$ cat src/cbc_pkg.sv
// Shared constants, types and decode functions of the control-block chain logic
package cbc_pkg;
    // APB register offsets
    localparam logic [7:0] REG_CMD = 8'h00;
    localparam logic [7:0] REG_STATUS = 8'h04;
    localparam logic [7:0] REG_CCB_ADDR = 8'h08;
    localparam logic [7:0] REG_CIB_ADDR = 8'h0c;
    localparam logic [7:0] REG_PARAMETER_BLOCK_PTR = 8'h10;
    localparam logic [7:0] REG_EXEC = 8'h14;
    localparam logic [7:0] REG_OPSTAT = 8'h18;
    // Program commands in the low two bits of a command write
    localparam logic [1:0] CMD_CLEAR = 2'h0;
    localparam logic [1:0] CMD_START = 2'h1;
    localparam logic [1:0] CMD_RESET = 2'h2;
    // Wake-up extension byte bits and valid values
    localparam int MODE_LINEAR_BIT = 1;
    localparam int MODE_EXT_BIT = 2;
    localparam logic [7:0] MODE_SEG = 8'h01;
    localparam logic [7:0] MODE_LIN = 8'h03;
    localparam logic [7:0] MODE_SEG_EXT = 8'h05;
    localparam logic [7:0] MODE_LIN_EXT = 8'h07;
    // Memory byte values
    localparam logic [7:0] CCB_TAG = 8'h01;
    localparam logic [7:0] BUSY_CLEAR = 8'h00;
    localparam logic [7:0] SEM_FREE = 8'h00;
    localparam logic [7:0] SEM_POSTED = 8'hff;
    // Byte offsets within the blocks
    localparam logic [3:0] WUB_FIRST = 4'h0;
    localparam logic [3:0] WUB_LAST = 4'h5;
    localparam logic [3:0] CCB_TAG_OFS = 4'h0;
    localparam logic [3:0] CCB_BUSY_OFS = 4'h1;
    localparam logic [3:0] CCB_LAST = 4'h5;
    localparam logic [3:0] CIB_FIRST = 4'h4;
    localparam logic [3:0] CIB_LAST = 4'hb;
    localparam logic [3:0] CIB_STAT_OFS = 4'h1;
    localparam logic [3:0] CIB_SEM_OFS = 4'h3;
    localparam logic [3:0] PARAMETER_BLOCK_FIRST = 4'h8;
    localparam logic [3:0] PARAMETER_BLOCK_LAST = 4'hb;
    localparam logic [3:0] PARAMETER_BLOCK_CNT_FIRST = 4'h4;
    localparam logic [3:0] PARAMETER_BLOCK_CNT_LAST = 4'h7;
    localparam logic [23:0] CIB_PTR_BIAS = 24'h000004;
    localparam int WUB_SHIFT = 4;
    // Device selector values
    localparam logic [15:0] DEV_WIN = 16'h0000;
    localparam logic [15:0] DEV_FLOPPY = 16'h0001;
    localparam logic [15:0] DEV_TAPE_C = 16'h0004;
    localparam logic [15:0] DEV_TAPE_N = 16'h0010;
    // Function codes
    localparam logic [7:0] FN_XFER_STATUS = 8'h01;
    localparam logic [7:0] FN_FORMAT = 8'h02;
    localparam logic [7:0] FN_READ = 8'h04;
    localparam logic [7:0] FN_WRITE = 8'h06;
    localparam logic [7:0] FN_SEEK = 8'h08;
    localparam logic [7:0] FN_DIAG = 8'h0f;
    // Operation status codes, bits 3 to 0
    localparam logic [3:0] ST_WIN_IMM = 4'h1;
    localparam logic [3:0] ST_WIN_SEEK = 4'h2;
    localparam logic [3:0] ST_MEDIA = 4'h4;
    localparam logic [3:0] ST_FLP_IMM = 4'h9;
    localparam logic [3:0] ST_FLP_SEEK = 4'ha;
    localparam logic [3:0] ST_FLP_MEDIA = 4'hc;
    localparam logic [3:0] ST_TAPE_MEDIA = 4'he;
    localparam logic [3:0] ST_TAPE_LONG = 4'hf;

    typedef enum logic [2:0] {
        KIND_WIN, KIND_FLOPPY, KIND_TAPE_C, KIND_TAPE_N, KIND_BAD
    } devkind_t;
    typedef enum logic [2:0] {
        FC_XFER, FC_FORMAT, FC_READ, FC_WRITE, FC_SEEK, FC_DIAG, FC_OTHER
    } fnclass_t;
    typedef enum logic [1:0] {EV_IMM, EV_SEEK, EV_MEDIA, EV_LONG} event_t;
    typedef enum logic [11:0] {
        S_IDLE = 12'h001, S_WUB = 12'h002, S_CCB = 12'h004, S_CIB = 12'h008,
        S_BUSY1 = 12'h010, S_PARAMETER_BLOCK = 12'h020, S_EXEC = 12'h040, S_COUNT = 12'h080,
        S_SEM = 12'h100, S_POST = 12'h200, S_SEMSET = 12'h400, S_HALT = 12'h800
    } state_t;

    function automatic devkind_t devKind(input logic [15:0] sel);
        if (sel == DEV_WIN) return KIND_WIN;
        else if (sel == DEV_FLOPPY) return KIND_FLOPPY;
        else if (sel == DEV_TAPE_C) return KIND_TAPE_C;
        else if (sel == DEV_TAPE_N) return KIND_TAPE_N;
        else return KIND_BAD;
    endfunction

    function automatic fnclass_t fnClass(input logic [7:0] code);
        if (code == FN_XFER_STATUS) return FC_XFER;
        else if (code == FN_FORMAT) return FC_FORMAT;
        else if (code == FN_READ) return FC_READ;
        else if (code == FN_WRITE) return FC_WRITE;
        else if (code == FN_SEEK) return FC_SEEK;
        else if (code == FN_DIAG) return FC_DIAG;
        else return FC_OTHER;
    endfunction
endpackage

$ cat src/addr_former.sv
// Turns a four-byte segment:offset pointer into a 24-bit host bus address
`timescale 1ns/10ps
module addr_former
    import cbc_pkg::*;
(
    input wire logic [31:0] ptr,
    input wire logic linear,
    output logic [23:0] addr
);
    logic [15:0] offset;
    logic [15:0] segment;

    always_comb begin
        offset = ptr[15:0];
        segment = ptr[31:16];
        if (linear) begin
            // Top byte of the segment is ignored in linear mode
            addr = {segment[7:0], offset};
        end else begin
            addr = {4'h0, segment, 4'h0} + {8'h00, offset};
        end
    end
endmodule

$ cat src/ptr_assembler.sv
// Gathers fetched bytes, least significant first, into a 32-bit word
`timescale 1ns/10ps
module ptr_assembler
    import cbc_pkg::*;
(
    input wire logic mclk,
    input wire logic rst,
    input wire logic load,
    input wire logic [7:0] byteIn,
    output logic [31:0] word,
    output logic [31:0] wordNow
);
    typedef struct packed {
        logic [31:0] word;
    } asm_t;

    asm_t s_r;
    asm_t s_nxt;

    always_comb begin
        s_nxt = s_r;
        if (load) begin
            s_nxt.word = {byteIn, s_r.word[31:8]};
        end
    end

    // Lets the caller use the word in the same cycle as its last byte
    assign wordNow = s_nxt.word;
    assign word = s_r.word;

    always_ff @(posedge mclk or posedge rst) begin
        if (rst) begin
            s_r <= '0;
        end else begin
            s_r <= s_nxt;
        end
    end
endmodule

$ cat src/control_block_chain_fetch.sv
// Control-block chain walker with APB command and status registers
`timescale 1ns/10ps
// Functional notes
// - First start reads the wake-up block at the jumper address and keeps it.
// - Channel block pointer comes from wake-up bytes 2 to 5.
// - Wake-up byte 0 selects segmented or linear addressing and extended features.
// - Wake-up block is read only on the first start after reset.
// - Extended features cannot be enabled again until a full reset.
// - Channel byte 0 other than 01h halts with no status and lights the error.
// - Host sets busy flag to FFh; controller clears it on first start.
// - Invocation pointer from channel bytes 2 to 5 addresses its byte 4.
// - The last ten channel block bytes are never read.
// - Channel and invocation addresses are stored and reused until reset.
// - Status is posted only while the semaphore is 00h, then set to FFh.
// - Parameter block pointer comes from invocation bytes 8 to 11.
// - Operation status byte takes the latest transfer status result.
// - Status bits 3 to 0 encode drive class and event.
// - Only the actual transfer count is written into the parameter block.
// - Parameter bytes 8 and 9 select the device.
// - Parameter byte 11 is the function code.
// - Command write: low two bits give clear, start or reset.
// - Later starts fetch the parameter block by the stored pointer and run.
// - Reset command aborts everything and posts no status.
module control_block_chain_fetch
    import cbc_pkg::*;
(
    input wire logic mclk,
    input wire logic rst,
    input wire logic psel,
    input wire logic penable,
    input wire logic pwrite,
    input wire logic [7:0] paddr,
    input wire logic [31:0] pwdata,
    output logic [31:0] prdata,
    output logic pready,
    output logic pslverr,
    input wire logic [7:0] wakeupJumperLow,
    input wire logic [7:0] wakeupJumperHigh,
    output logic memReq,
    output logic memWe,
    output logic [23:0] memAddr,
    output logic [7:0] memWdata,
    input wire logic memAck,
    input wire logic [7:0] memRdata,
    output logic execGo,
    output logic [15:0] execDevice,
    output logic [7:0] execUnit,
    output logic [7:0] execFunction,
    output logic [2:0] execDeviceKind,
    output logic [2:0] execFuncClass,
    input wire logic doneValid,
    input wire logic [1:0] doneEvent,
    input wire logic [31:0] doneCount,
    output logic errorIndicator,
    output logic linearMode,
    output logic extEnabled
);
    typedef struct packed {
        state_t st;
        logic [3:0] idx;
        logic memReq;
        logic memWe;
        logic [23:0] memAddr;
        logic [7:0] memWdata;
        logic [15:0] jSync1;
        logic [15:0] jSync2;
        logic [15:0] jSync3;
        logic [15:0] jStable;
        logic pready;
        logic pslverr;
        logic [31:0] prdata;
        logic linear;
        logic ext;
        logic wubDone;
        logic resetHeld;
        logic err;
        logic [23:0] ccbBase;
        logic [23:0] cibBase;
        logic [31:0] iopbPtr;
        logic [23:0] iopbBase;
        logic execGo;
        logic [15:0] dev;
        logic [7:0] unit;
        logic [7:0] func;
        devkind_t kind;
        fnclass_t fclass;
        logic [31:0] count;
        logic [7:0] opStatus;
    } state_s_t;

    state_s_t s_r;
    state_s_t s_nxt;

    logic memDone;
    logic [31:0] word;
    logic [31:0] wordNow;
    logic [23:0] formed;

    // Status code from the drive class and the reported event
    function automatic logic [3:0] encStatus(input devkind_t k, input logic [1:0] ev);
        logic [3:0] code;
        code = 4'h0;
        case (k)
            KIND_WIN: begin
                if (ev == EV_IMM) code = ST_WIN_IMM;
                else if (ev == EV_SEEK) code = ST_WIN_SEEK;
                else if (ev == EV_MEDIA) code = ST_MEDIA;
            end
            KIND_FLOPPY: begin
                if (ev == EV_IMM) code = ST_FLP_IMM;
                else if (ev == EV_SEEK) code = ST_FLP_SEEK;
                else if (ev == EV_MEDIA) code = ST_FLP_MEDIA;
            end
            KIND_TAPE_C: begin
                if (ev == EV_IMM) code = ST_FLP_IMM;
                else if (ev == EV_MEDIA) code = ST_TAPE_MEDIA;
                else if (ev == EV_LONG) code = ST_TAPE_LONG;
            end
            KIND_TAPE_N: begin
                if (ev == EV_IMM) code = ST_FLP_IMM;
                else if (ev == EV_MEDIA) code = ST_MEDIA;
                else if (ev == EV_LONG) code = ST_TAPE_LONG;
            end
            default: code = 4'h0;
        endcase
        return code;
    endfunction

    assign memDone = s_r.memReq & memAck;

    ptr_assembler u_asm (
        .mclk(mclk),
        .rst(rst),
        .load(memDone & ~s_r.memWe),
        .byteIn(memRdata),
        .word(word),
        .wordNow(wordNow)
    );

    addr_former u_form (
        .ptr(wordNow),
        .linear(s_r.linear),
        .addr(formed)
    );

    always_comb begin
        logic apbAccess;
        logic issue;
        logic wr;
        logic [23:0] base;
        logic [7:0] wdata;
        logic [31:0] rdata;
        logic mapped;
        apbAccess = psel & penable;
        issue = 1'b0;
        wr = 1'b0;
        base = 24'h000000;
        wdata = 8'h00;
        rdata = 32'h00000000;
        mapped = 1'b1;
        s_nxt = s_r;
        s_nxt.execGo = 1'b0;

        // Jumper straps: a change counts once stages two and three agree
        s_nxt.jSync1 = {wakeupJumperHigh, wakeupJumperLow};
        s_nxt.jSync2 = s_r.jSync1;
        s_nxt.jSync3 = s_r.jSync2;
        if (s_r.jSync2 == s_r.jSync3) begin
            s_nxt.jStable = s_r.jSync3;
        end

        // APB read side; answer one cycle into the access phase
        if (paddr == REG_CMD) begin
            rdata = 32'h00000000;
        end else if (paddr == REG_STATUS) begin
            rdata = {4'h0, s_r.st, 10'h000, s_r.st != S_IDLE, s_r.err,
                     s_r.resetHeld, s_r.ext, s_r.linear, s_r.wubDone};
        end else if (paddr == REG_CCB_ADDR) begin
            rdata = {8'h00, s_r.ccbBase};
        end else if (paddr == REG_CIB_ADDR) begin
            rdata = {8'h00, s_r.cibBase};
        end else if (paddr == REG_PARAMETER_BLOCK_PTR) begin
            rdata = s_r.iopbPtr;
        end else if (paddr == REG_EXEC) begin
            rdata = {s_r.func, s_r.unit, s_r.dev};
        end else if (paddr == REG_OPSTAT) begin
            rdata = {18'h00000, s_r.fclass, s_r.kind, s_r.opStatus};
        end else begin
            mapped = 1'b0;
        end
        s_nxt.pready = apbAccess & ~s_r.pready;
        if (apbAccess & ~s_r.pready) begin
            s_nxt.prdata = pwrite ? 32'h00000000 : rdata;
            s_nxt.pslverr = ~mapped;
        end

        case (s_r.st)
            S_IDLE: begin
            end
            S_WUB: begin
                issue = ~s_r.memReq;
                base = {4'h0, s_r.jStable, 4'h0} >> (4 - WUB_SHIFT);
                if (memDone) begin
                    // Only a session without a captured wake-up block may set modes
                    if (s_r.idx == WUB_FIRST && !s_r.wubDone) begin
                        s_nxt.linear = memRdata[MODE_LINEAR_BIT];
                        s_nxt.ext = memRdata[MODE_EXT_BIT];
                    end
                    if (s_r.idx == WUB_LAST) begin
                        s_nxt.ccbBase = formed;
                        s_nxt.st = S_CCB;
                        s_nxt.idx = CCB_TAG_OFS;
                    end else begin
                        s_nxt.idx = s_r.idx + 4'h1;
                    end
                end
            end
            S_CCB: begin
                issue = ~s_r.memReq;
                base = s_r.ccbBase;
                if (memDone) begin
                    if (s_r.idx == CCB_TAG_OFS && memRdata != CCB_TAG) begin
                        s_nxt.st = S_HALT;
                        s_nxt.err = 1'b1;
                    end else if (s_r.idx == CCB_LAST) begin
                        // Fetch stops here; the tail of the block is never touched
                        s_nxt.cibBase = formed;
                        s_nxt.st = S_CIB;
                        s_nxt.idx = CIB_FIRST;
                    end else begin
                        s_nxt.idx = s_r.idx + 4'h1;
                    end
                end
            end
            S_CIB: begin
                issue = ~s_r.memReq;
                // Stored pointer names byte 4, so byte n sits at base - 4 + n
                base = s_r.cibBase - CIB_PTR_BIAS;
                if (memDone) begin
                    if (s_r.idx == CIB_LAST) begin
                        s_nxt.iopbPtr = wordNow;
                        s_nxt.iopbBase = formed;
                        s_nxt.st = S_BUSY1;
                        s_nxt.idx = CCB_BUSY_OFS;
                    end else begin
                        s_nxt.idx = s_r.idx + 4'h1;
                    end
                end
            end
            S_BUSY1: begin
                issue = ~s_r.memReq;
                wr = 1'b1;
                base = s_r.ccbBase;
                wdata = BUSY_CLEAR;
                if (memDone) begin
                    s_nxt.wubDone = 1'b1;
                    s_nxt.st = S_IDLE;
                end
            end
            S_PARAMETER_BLOCK: begin
                issue = ~s_r.memReq;
                base = s_r.iopbBase;
                if (memDone) begin
                    if (s_r.idx == PARAMETER_BLOCK_LAST) begin
                        s_nxt.dev = wordNow[15:0];
                        s_nxt.unit = wordNow[23:16];
                        s_nxt.func = wordNow[31:24];
                        s_nxt.kind = devKind(wordNow[15:0]);
                        s_nxt.fclass = fnClass(wordNow[31:24]);
                        s_nxt.execGo = 1'b1;
                        s_nxt.st = S_EXEC;
                    end else begin
                        s_nxt.idx = s_r.idx + 4'h1;
                    end
                end
            end
            S_EXEC: begin
                if (doneValid) begin
                    s_nxt.count = doneCount;
                    if (s_r.fclass == FC_XFER) begin
                        s_nxt.opStatus = {4'h0, encStatus(s_r.kind, doneEvent)};
                    end
                    s_nxt.st = S_COUNT;
                    s_nxt.idx = PARAMETER_BLOCK_CNT_FIRST;
                end
            end
            S_COUNT: begin
                issue = ~s_r.memReq;
                wr = 1'b1;
                base = s_r.iopbBase;
                wdata = s_r.count[7:0];
                if (memDone) begin
                    s_nxt.count = {8'h00, s_r.count[31:8]};
                    if (s_r.idx == PARAMETER_BLOCK_CNT_LAST) begin
                        s_nxt.st = S_SEM;
                        s_nxt.idx = CIB_SEM_OFS;
                    end else begin
                        s_nxt.idx = s_r.idx + 4'h1;
                    end
                end
            end
            S_SEM: begin
                // Polls until the host frees the semaphore; only reset breaks the wait
                issue = ~s_r.memReq;
                base = s_r.cibBase - CIB_PTR_BIAS;
                if (memDone && memRdata == SEM_FREE) begin
                    s_nxt.st = S_POST;
                    s_nxt.idx = CIB_STAT_OFS;
                end
            end
            S_POST: begin
                issue = ~s_r.memReq;
                wr = 1'b1;
                base = s_r.cibBase - CIB_PTR_BIAS;
                wdata = s_r.opStatus;
                if (memDone) begin
                    s_nxt.st = S_SEMSET;
                    s_nxt.idx = CIB_SEM_OFS;
                end
            end
            S_SEMSET: begin
                issue = ~s_r.memReq;
                wr = 1'b1;
                base = s_r.cibBase - CIB_PTR_BIAS;
                wdata = SEM_POSTED;
                if (memDone) begin
                    s_nxt.st = S_IDLE;
                end
            end
            S_HALT: begin
            end
            default: begin
                s_nxt.st = S_IDLE;
            end
        endcase

        if (memDone) begin
            s_nxt.memReq = 1'b0;
        end
        if (issue) begin
            s_nxt.memReq = 1'b1;
            s_nxt.memWe = wr;
            s_nxt.memAddr = base + {20'h00000, s_r.idx};
            s_nxt.memWdata = wdata;
        end

        // Command write takes effect on the completing APB edge
        if (apbAccess && s_r.pready && pwrite && paddr == REG_CMD) begin
            case (pwdata[1:0])
                CMD_CLEAR: begin
                    s_nxt.resetHeld = 1'b0;
                end
                CMD_START: begin
                    if (s_r.st == S_IDLE && !s_r.resetHeld) begin
                        if (!s_r.wubDone) begin
                            s_nxt.st = S_WUB;
                            s_nxt.idx = WUB_FIRST;
                        end else begin
                            s_nxt.st = S_PARAMETER_BLOCK;
                            s_nxt.idx = PARAMETER_BLOCK_FIRST;
                        end
                    end
                end
                CMD_RESET: begin
                    // Drops an open memory cycle at once; nothing is posted
                    s_nxt.st = S_IDLE;
                    s_nxt.memReq = 1'b0;
                    s_nxt.execGo = 1'b0;
                    s_nxt.idx = 4'h0;
                    s_nxt.wubDone = 1'b0;
                    s_nxt.linear = 1'b0;
                    s_nxt.ext = 1'b0;
                    s_nxt.resetHeld = 1'b1;
                    s_nxt.err = 1'b0;
                end
                default: begin
                end
            endcase
        end
    end

    always_ff @(posedge mclk or posedge rst) begin
        if (rst) begin
            s_r <= '0;
            s_r.st <= S_IDLE;
            s_r.resetHeld <= 1'b1;
            s_r.kind <= KIND_WIN;
            s_r.fclass <= FC_XFER;
        end else begin
            s_r <= s_nxt;
        end
    end

    assign prdata = s_r.prdata;
    assign pready = s_r.pready;
    assign pslverr = s_r.pslverr;
    assign memReq = s_r.memReq;
    assign memWe = s_r.memWe;
    assign memAddr = s_r.memAddr;
    assign memWdata = s_r.memWdata;
    assign execGo = s_r.execGo;
    assign execDevice = s_r.dev;
    assign execUnit = s_r.unit;
    assign execFunction = s_r.func;
    assign execDeviceKind = s_r.kind;
    assign execFuncClass = s_r.fclass;
    assign errorIndicator = s_r.err;
    assign linearMode = s_r.linear;
    assign extEnabled = s_r.ext;
endmodule

$ cat config.mk
export PLATFORM = sky130hd
export DESIGN_NAME = control_block_chain_fetch
export DESIGN_NICKNAME = d
export VERILOG_FILES = /design/src/cbc_pkg.sv /design/src/addr_former.sv /design/src/ptr_assembler.sv /design/src/control_block_chain_fetch.sv
export SDC_FILE = /design/constraint.sdc
export NUM_CORES = 1
export LEC_CHECK = 0
export ABC_AREA = 1
export BUFFER_PORTS_ARGS = -buffer_cell sky130_fd_sc_hd__buf_2
export CAP_MARGIN = 0
export CORE_MARGIN = 2
export CORE_UTILIZATION = 40
export DETAILED_ROUTE_END_ITERATION = 10
export GPL_TIMING_DRIVEN = 0
export HOLD_SLACK_MARGIN = 0.02
export SLEW_MARGIN = 20
export SYNTH_ARGS = -nofsm -noshare
export SYNTH_HDL_FRONTEND = slang
export SYNTH_SLANG_ARGS = --single-unit
export TNS_END_PERCENT = 10
$ cat constraint.sdc
create_clock -name mclk -period 34.1 [get_ports mclk]
set_clock_uncertainty 0.15 [all_clocks]
set_input_delay 1.705 -clock mclk [delete_from_list [all_inputs] [get_ports mclk]]
set_output_delay 1.705 -clock mclk [all_outputs]
set_load 0.02 [all_outputs]
# Yosys cells after proc, flatten, opt, wreduce, memory -nomap -nowiden
# Index checks and enable logic that the tools add are counted.
word_totals:
  in_bits: 105
  mem_bits_rw: 0
  output_inout_bits: 110
  latchBits: 0
  romBits: 0
  mem_count: 0
  register_bits: 364
classes:
  n_div: 0
  reduce_logical: 33
  n_bitwise: 9
  n_eq_ne: 43
  n_lt_le_gt_ge: 0
  addsub: 4
  n_mul: 0
  shift: 0
  muxes: 94
op_table:
  columns: ["cell", "n"]
  rows:
  - ["2-to-1 mux 32 bit", 9]
  - ["2-to-1 mux 16 bit", 9]
  - ["case mux 12 bit (10 select lines)", 1]
  - ["2-to-1 mux 39 bit", 3]
  - ["case mux 24 bit (4 select lines)", 1]
  - ["2-to-1 mux 12 bit", 7]
  - ["case mux 32 bit (2 select lines)", 1]
  - ["2-to-1 mux 4 bit", 15]
  - ["2-to-1 mux 40 bit", 1]
  - ["2-to-1 mux 3 bit", 12]
  - ["2-to-1 mux 34 bit", 1]
  - ["== test 8 x 4 -> 1 bit, second input constant", 4]
  - ["case mux 16 bit (2 select lines)", 1]
  - ["case mux 4 bit (8 select lines)", 1]
  - ["adder 24 x 4 -> 24 bit", 1]
  - ["== test 8 x 3 -> 1 bit, second input constant", 3]
  - ["== test 8 x 5 -> 1 bit, second input constant", 3]
  - ["2-to-1 mux 24 bit", 1]
  - ["case mux 8 bit (3 select lines)", 1]
  - ["subtractor 24 x 3 -> 24 bit, second input constant", 1]
  - ["adder 20 x 16 -> 21 bit", 1]
  - ["2-to-1 mux 1 bit", 19]
  - ["2-to-1 mux 17 bit", 1]
  - ["== test 16 x 1 -> 1 bit, second input constant", 1]
  - ["49 further kinds", 85]

# Depth between registers and ports, before layout
depth:
  word_depth: 15
  mapped_depth: 23
  depth_no_buf: 22

# Modules after synthesis
# Synthesis repeated with hierarchy kept, for this count alone.
unflattened:
  cells_unflattened: 2554
  hier_area_um2: 19912.8
modules_own_cells:
  columns: ["mod", "cells_per_inst", "area_each_um2", "instances"]
  rows:
  - ["control_block_chain_fetch", 2182, 17468.0, 1]
  - ["ptr_assembler", 137, 1301.2, 1]
  - ["addr_former", 235, 1143.6, 1]

# Least setup slack after synthesis
# Ideal clock, no wire load.
synth_timing:
  path_type: "input to register"
  from: "input memAck"
  to: "register s_r[155] in the netlist's numbering"
  arrival_time_ns: 4.483
  slack_ns: 29.385
  cell_stages: 19
  cell_sequence: "nand2_1 nor2_4 buf_2 buf_2 buf_2 nand2_1 o21a_1 inv_1 ha_1 inv_1 fa_1 nand3b_1 nand2_1 nand3_1 o2111ai_1 nand3_1 o41ai_1 nand2_1 o21ai_0"
synth_via:
  elab_chain_cells: 5
  word_cells_on_any_way: 6
  classes_between: "add/sub (1); mux (2); bitwise (2); reduce/logical (1)"
synth_lines:
  columns: ["element", "line_no", "text"]
  rows:
  - ["start: declaration", "control_block_chain_fetch.sv:43", "input wire logic memAck,"]
  - ["AND 1 bit", "control_block_chain_fetch.sv:129", "assign memDone = s_r.memReq & memAck;"]
  - ["AND 1 bit", "control_block_chain_fetch.sv:134", ".load(memDone & ~s_r.memWe),"]
  - ["2-to-1 mux 32 bit", "ptr_assembler.sv:22", "if (load) begin"]
  - ["named net u_asm.wordNow[16]", "ptr_assembler.sv:11", "output logic [31:0] wordNow"]
  - ["adder 20 x 16 -> 21 bit", "addr_former.sv:20", "addr = {4'h0, segment, 4'h0} + {8'h00, offset};"]
  - ["2-to-1 mux 24 bit", "addr_former.sv:16", "if (linear) begin"]
  - ["end signal: assignment", "control_block_chain_fetch.sv:390", "s_r <= s_nxt;"]
  - ["end: declaration", "control_block_chain_fetch.sv:91", "state_s_t s_r;"]
# The timed path passes the listed nets, and every way through them passes these cells.
# A chain may end at the register's enable or synchronous reset.

# Final worst setup path
layout_timing:
  from: "input memAck"
  to: "register s_r[99] in the netlist's numbering"
# Same word-level chain as after synthesis.

==> reports/qor.csv <==
stage,metric,value,unit
status,outcome,"finished, final reports clean",
cells_and_area,nFillCells,4715,
drt,drt_iter0_markers,1919,
global_routing,antenna_found_initial,2,
clocking,clkTransAtPathRegs,0.06,ns
clocking,holdBufCountCts,0,
clocking,insertion_delay,0.60,ns
worst_setup_path,cp.depth,20,
worst_setup_path,r2r-end,s_r[99],
global_routing,grt_overflow,0,
place,post-place-ws,27.68,ns
place,dp_cells,3261,
worst_setup_path,criticalPathCategory,input pin to flip-flop,
clocking,cts_buffers,42,
synth,ys_top_cells_by_area,"dfrtp_1 46%, nand2_1 11%, o21ai_0 7.2%",
timing,finalHoldViolations,0,
synth,ys_seq_area_share,46.2,%
pwr,vdd_drop_max,38.5,uV
synth,yosys_most_used_dff,dfrtp_1,
global_routing,grt_pass1_vias,17500,
synth,mappedNetlistArea,19500,sq um
timing,tns,0,ns
worst_setup_path,crit_top_cell,nand2_1,
drt,dr.pass1.iters,7,
cells_and_area,utilization,47.3,%
cells_and_area,final_common_cell,nand2_1,
place,gp_congestion,1.01,
clocking,cts.sinks,360,
worst_setup_path,path_buf_inv,6,
hold_path,holdCritPathClass,flip-flop to flip-flop,
clocking,htreeDepth,2,
floorplanning,core,47900,sq um
cells_and_area,drive_above_1_share,17.4,%
timing,relSlewSlack,23.2,%
timing,fin_ws,28.11,ns
synth,syn_avg_cell_area,7.92,sq um
worst_setup_path,cp-startpoint,memAck,
synth,synth_area_leader_cell,dfrtp_1,
floorplanning,design.die.area,50500,sq um
worst_setup_path,timing.rr.start,memReq,
place,placed_area,21300,sq um
synth,synthArstFlopShare,100,%
floorplanning,io_pins,215,
cells_and_area,most-common-layout-cells,"591 x nand2_1, 358 x dfrtp_1, 281 x o21ai_0",
worst_setup_path,crit_path_max_fanout,10,
drt,drt-total-wl,71.5,mm
worst_setup_path,slowest_stage,o41ai_1,
clocking,post_cts_buffers,0,
worst_setup_path,endpoint,s_r[99],
flow_run,drv_cap,0,
drt,vias,18100,
clocking,cts_resized,0,
worst_setup_path,crit_required,34.46,ns
worst_setup_path,rr_worst_depth,19,
drt,viasPerCell,5.41,
global_routing,grt_pass1_wl,107,mm
place,place_hpwl,56.4,mm
worst_setup_path,cp_top_family,simple AND/OR/NAND/NOR gates,
drt,ant_nets,0,
timing,holdWs,0.196,ns
clocking,clockBufferDepth,3,
timing,fin_crit_sh,17.6,%
timing,grt_setup_unrepaired,no,
floorplanning,row_count,80,
synth,syn-num-nets,2596,
clocking,cts_tree,yes,
worst_setup_path,endpoint_kind,flip-flop,
pwr,p_total,0.921,mW
worst_setup_path,worst_ep_arrival_time,6.34,ns
drt,routedWlPerCell,21.4,microns
global_routing,grt_max_degree,104,
cells_and_area,seq_area,9010,sq um
cells_and_area,nets,2827,
worst_setup_path,crit_chain,buf_2 > nand2_1 > nor2_4 > buf_2 > buf_2 > buf_2 > nand2_1 > o21a_1 > inv_1 > ha_1 > inv_1 > fa_1 > nand3b_1 > nand2_1 > nand3_1 > o2111ai_1 > nand3_1 > o41ai_1 > nand2_1 > nand2_1,
drt,drc,0,
timing,slew_viol_final,0,
clocking,cts_root_buffer,clkbuf_16,
pwr,power_density,40.7,nW/um^2
place,io_buffer_count,184,
pwr,leakagePower,11.5,nW
synth,yosysUniqueCellTypes,59,
worst_setup_path,slowest_delay,0.87,ns
worst_setup_path,rrSetupSlack,28.81,ns
timing,fin_crit,5.99,ns
cells_and_area,layout.cells.non_filler,3338,
cells_and_area,area_delta_synth_final,16.3,%
synth,yosys_warnings,0,
timing,finalSetupViolations,0,
synth,synth-edff-count,0,
global_routing,groute.usage.overall,28.3,%
cells_and_area,multi_input_area,8250,sq um
cells_and_area,final_area,22700,sq um
timing,worst_pin_slew,1.14,ns
synth,synth.top_cell.area_share,46.0,%
synth,synthCells,2459,
floorplanning,die_x,225,microns
synth,ys_ff_latch,360,
timing,fmax,167,MHz
floorplanning,initial_utilization,40.6,%
worst_setup_path,critPathLaunchType,input pin,
floorplanning,die_h,225,microns
how the worst min path moves through the flow:
stage | cells after the start | end | from | slack [ns]
floorplan | 0 | s_nxt[238] | s_nxt[254] | 0.18
global placement | 0 | s_nxt[252] | s_nxt[268] | 0.18
detailed placement | 0 | s_nxt[251] | s_nxt[267] | 0.18
CTS | 0 | s_nxt[251] | s_nxt[267] | 0.20
global route | 0 | s_nxt[239] | s_nxt[255] | 0.20
finish | 0 | s_nxt[251] | s_nxt[267] | 0.20
metal layers:
metal | routed length, microns | global-route usage (%) | share of wire [%] | vias up
met5 | 0 | 0 | 0 | -
met4 | 2210 | 9.44 | 3.1 | 0
met3 | 4890 | 4.82 | 6.8 | 110
met2 | 32300 | 44.4 | 45 | 657
met1 | 32100 | 39.8 | 45 | 8847
li1 | - | - | - | 8437
cells in the mapped netlist (6+ instances only):
cell       instances
nand2_1          591
dfrtp_1          358
o21ai_0          282
inv_1            280
nor2_1           205
buf_4            103
nand3_1          103
a21oi_1           74
clkbuf_1          61
nand4_1           33
ha_1              30
xor2_1            28
a22oi_1           26
o22ai_1           26
nor2_2            19
o21ai_1           16
or2_2             16
nor3_1            15
a221oi_1          14
buf_2             13
nand2_2           13
nand3_2           12
o211ai_1          11
o31ai_1           10
a31oi_1            9
inv_2              9
nand2_4            9
nor4_1             9
a2111oi_0          8
a32o_1             7
nand3b_1           6
flip-flops by register name (all words and copies together) (netlist names), 3 cells and up:
| register | flops |
|---|---|
| memWdata | 8 |
| execFuncClass | 3 |
| execDevice | 16 |
| execFunction | 8 |
| execDeviceKind | 3 |
| s_r | 186 |
| u_asm.word | 32 |
| prdata | 32 |
| memAddr | 24 |
| s_nxt | 32 |
| execUnit | 8 |
report_power, final:
group | total, mW | switching, mW | internal (mW)
Clock | 0.457 | 0.192 | 0.264
Combinational | 0.0289 | 0.0201 | 0.00879
Sequential | 0.436 | 0.00366 | 0.432
Total | 0.921 | 0.216 | 0.706
final cells by class:
class	count	share of cell area [%]
clock buffer	59	5.32
inverter	293	4.89
antenna	1	0.0110
clock inverter	17	0.850
multi-input combinational	1624	36.4
sequential	360	39.8
tap	615	3.40
timing repair buffer	187	4.43
buffer	182	4.96
kinds of logic after synthesis:
family / share of synthesized area (%)
and+or+nand+nor: 23.6
AOI/OAI and AO/OA: 15.1
buffers and inverters: 11.4
DFF: 46.2
adders and majority gates: 2.13
xor gates and xnor gates: 1.35
muxes: 0.167
Power figures use the tool's default switching activity.
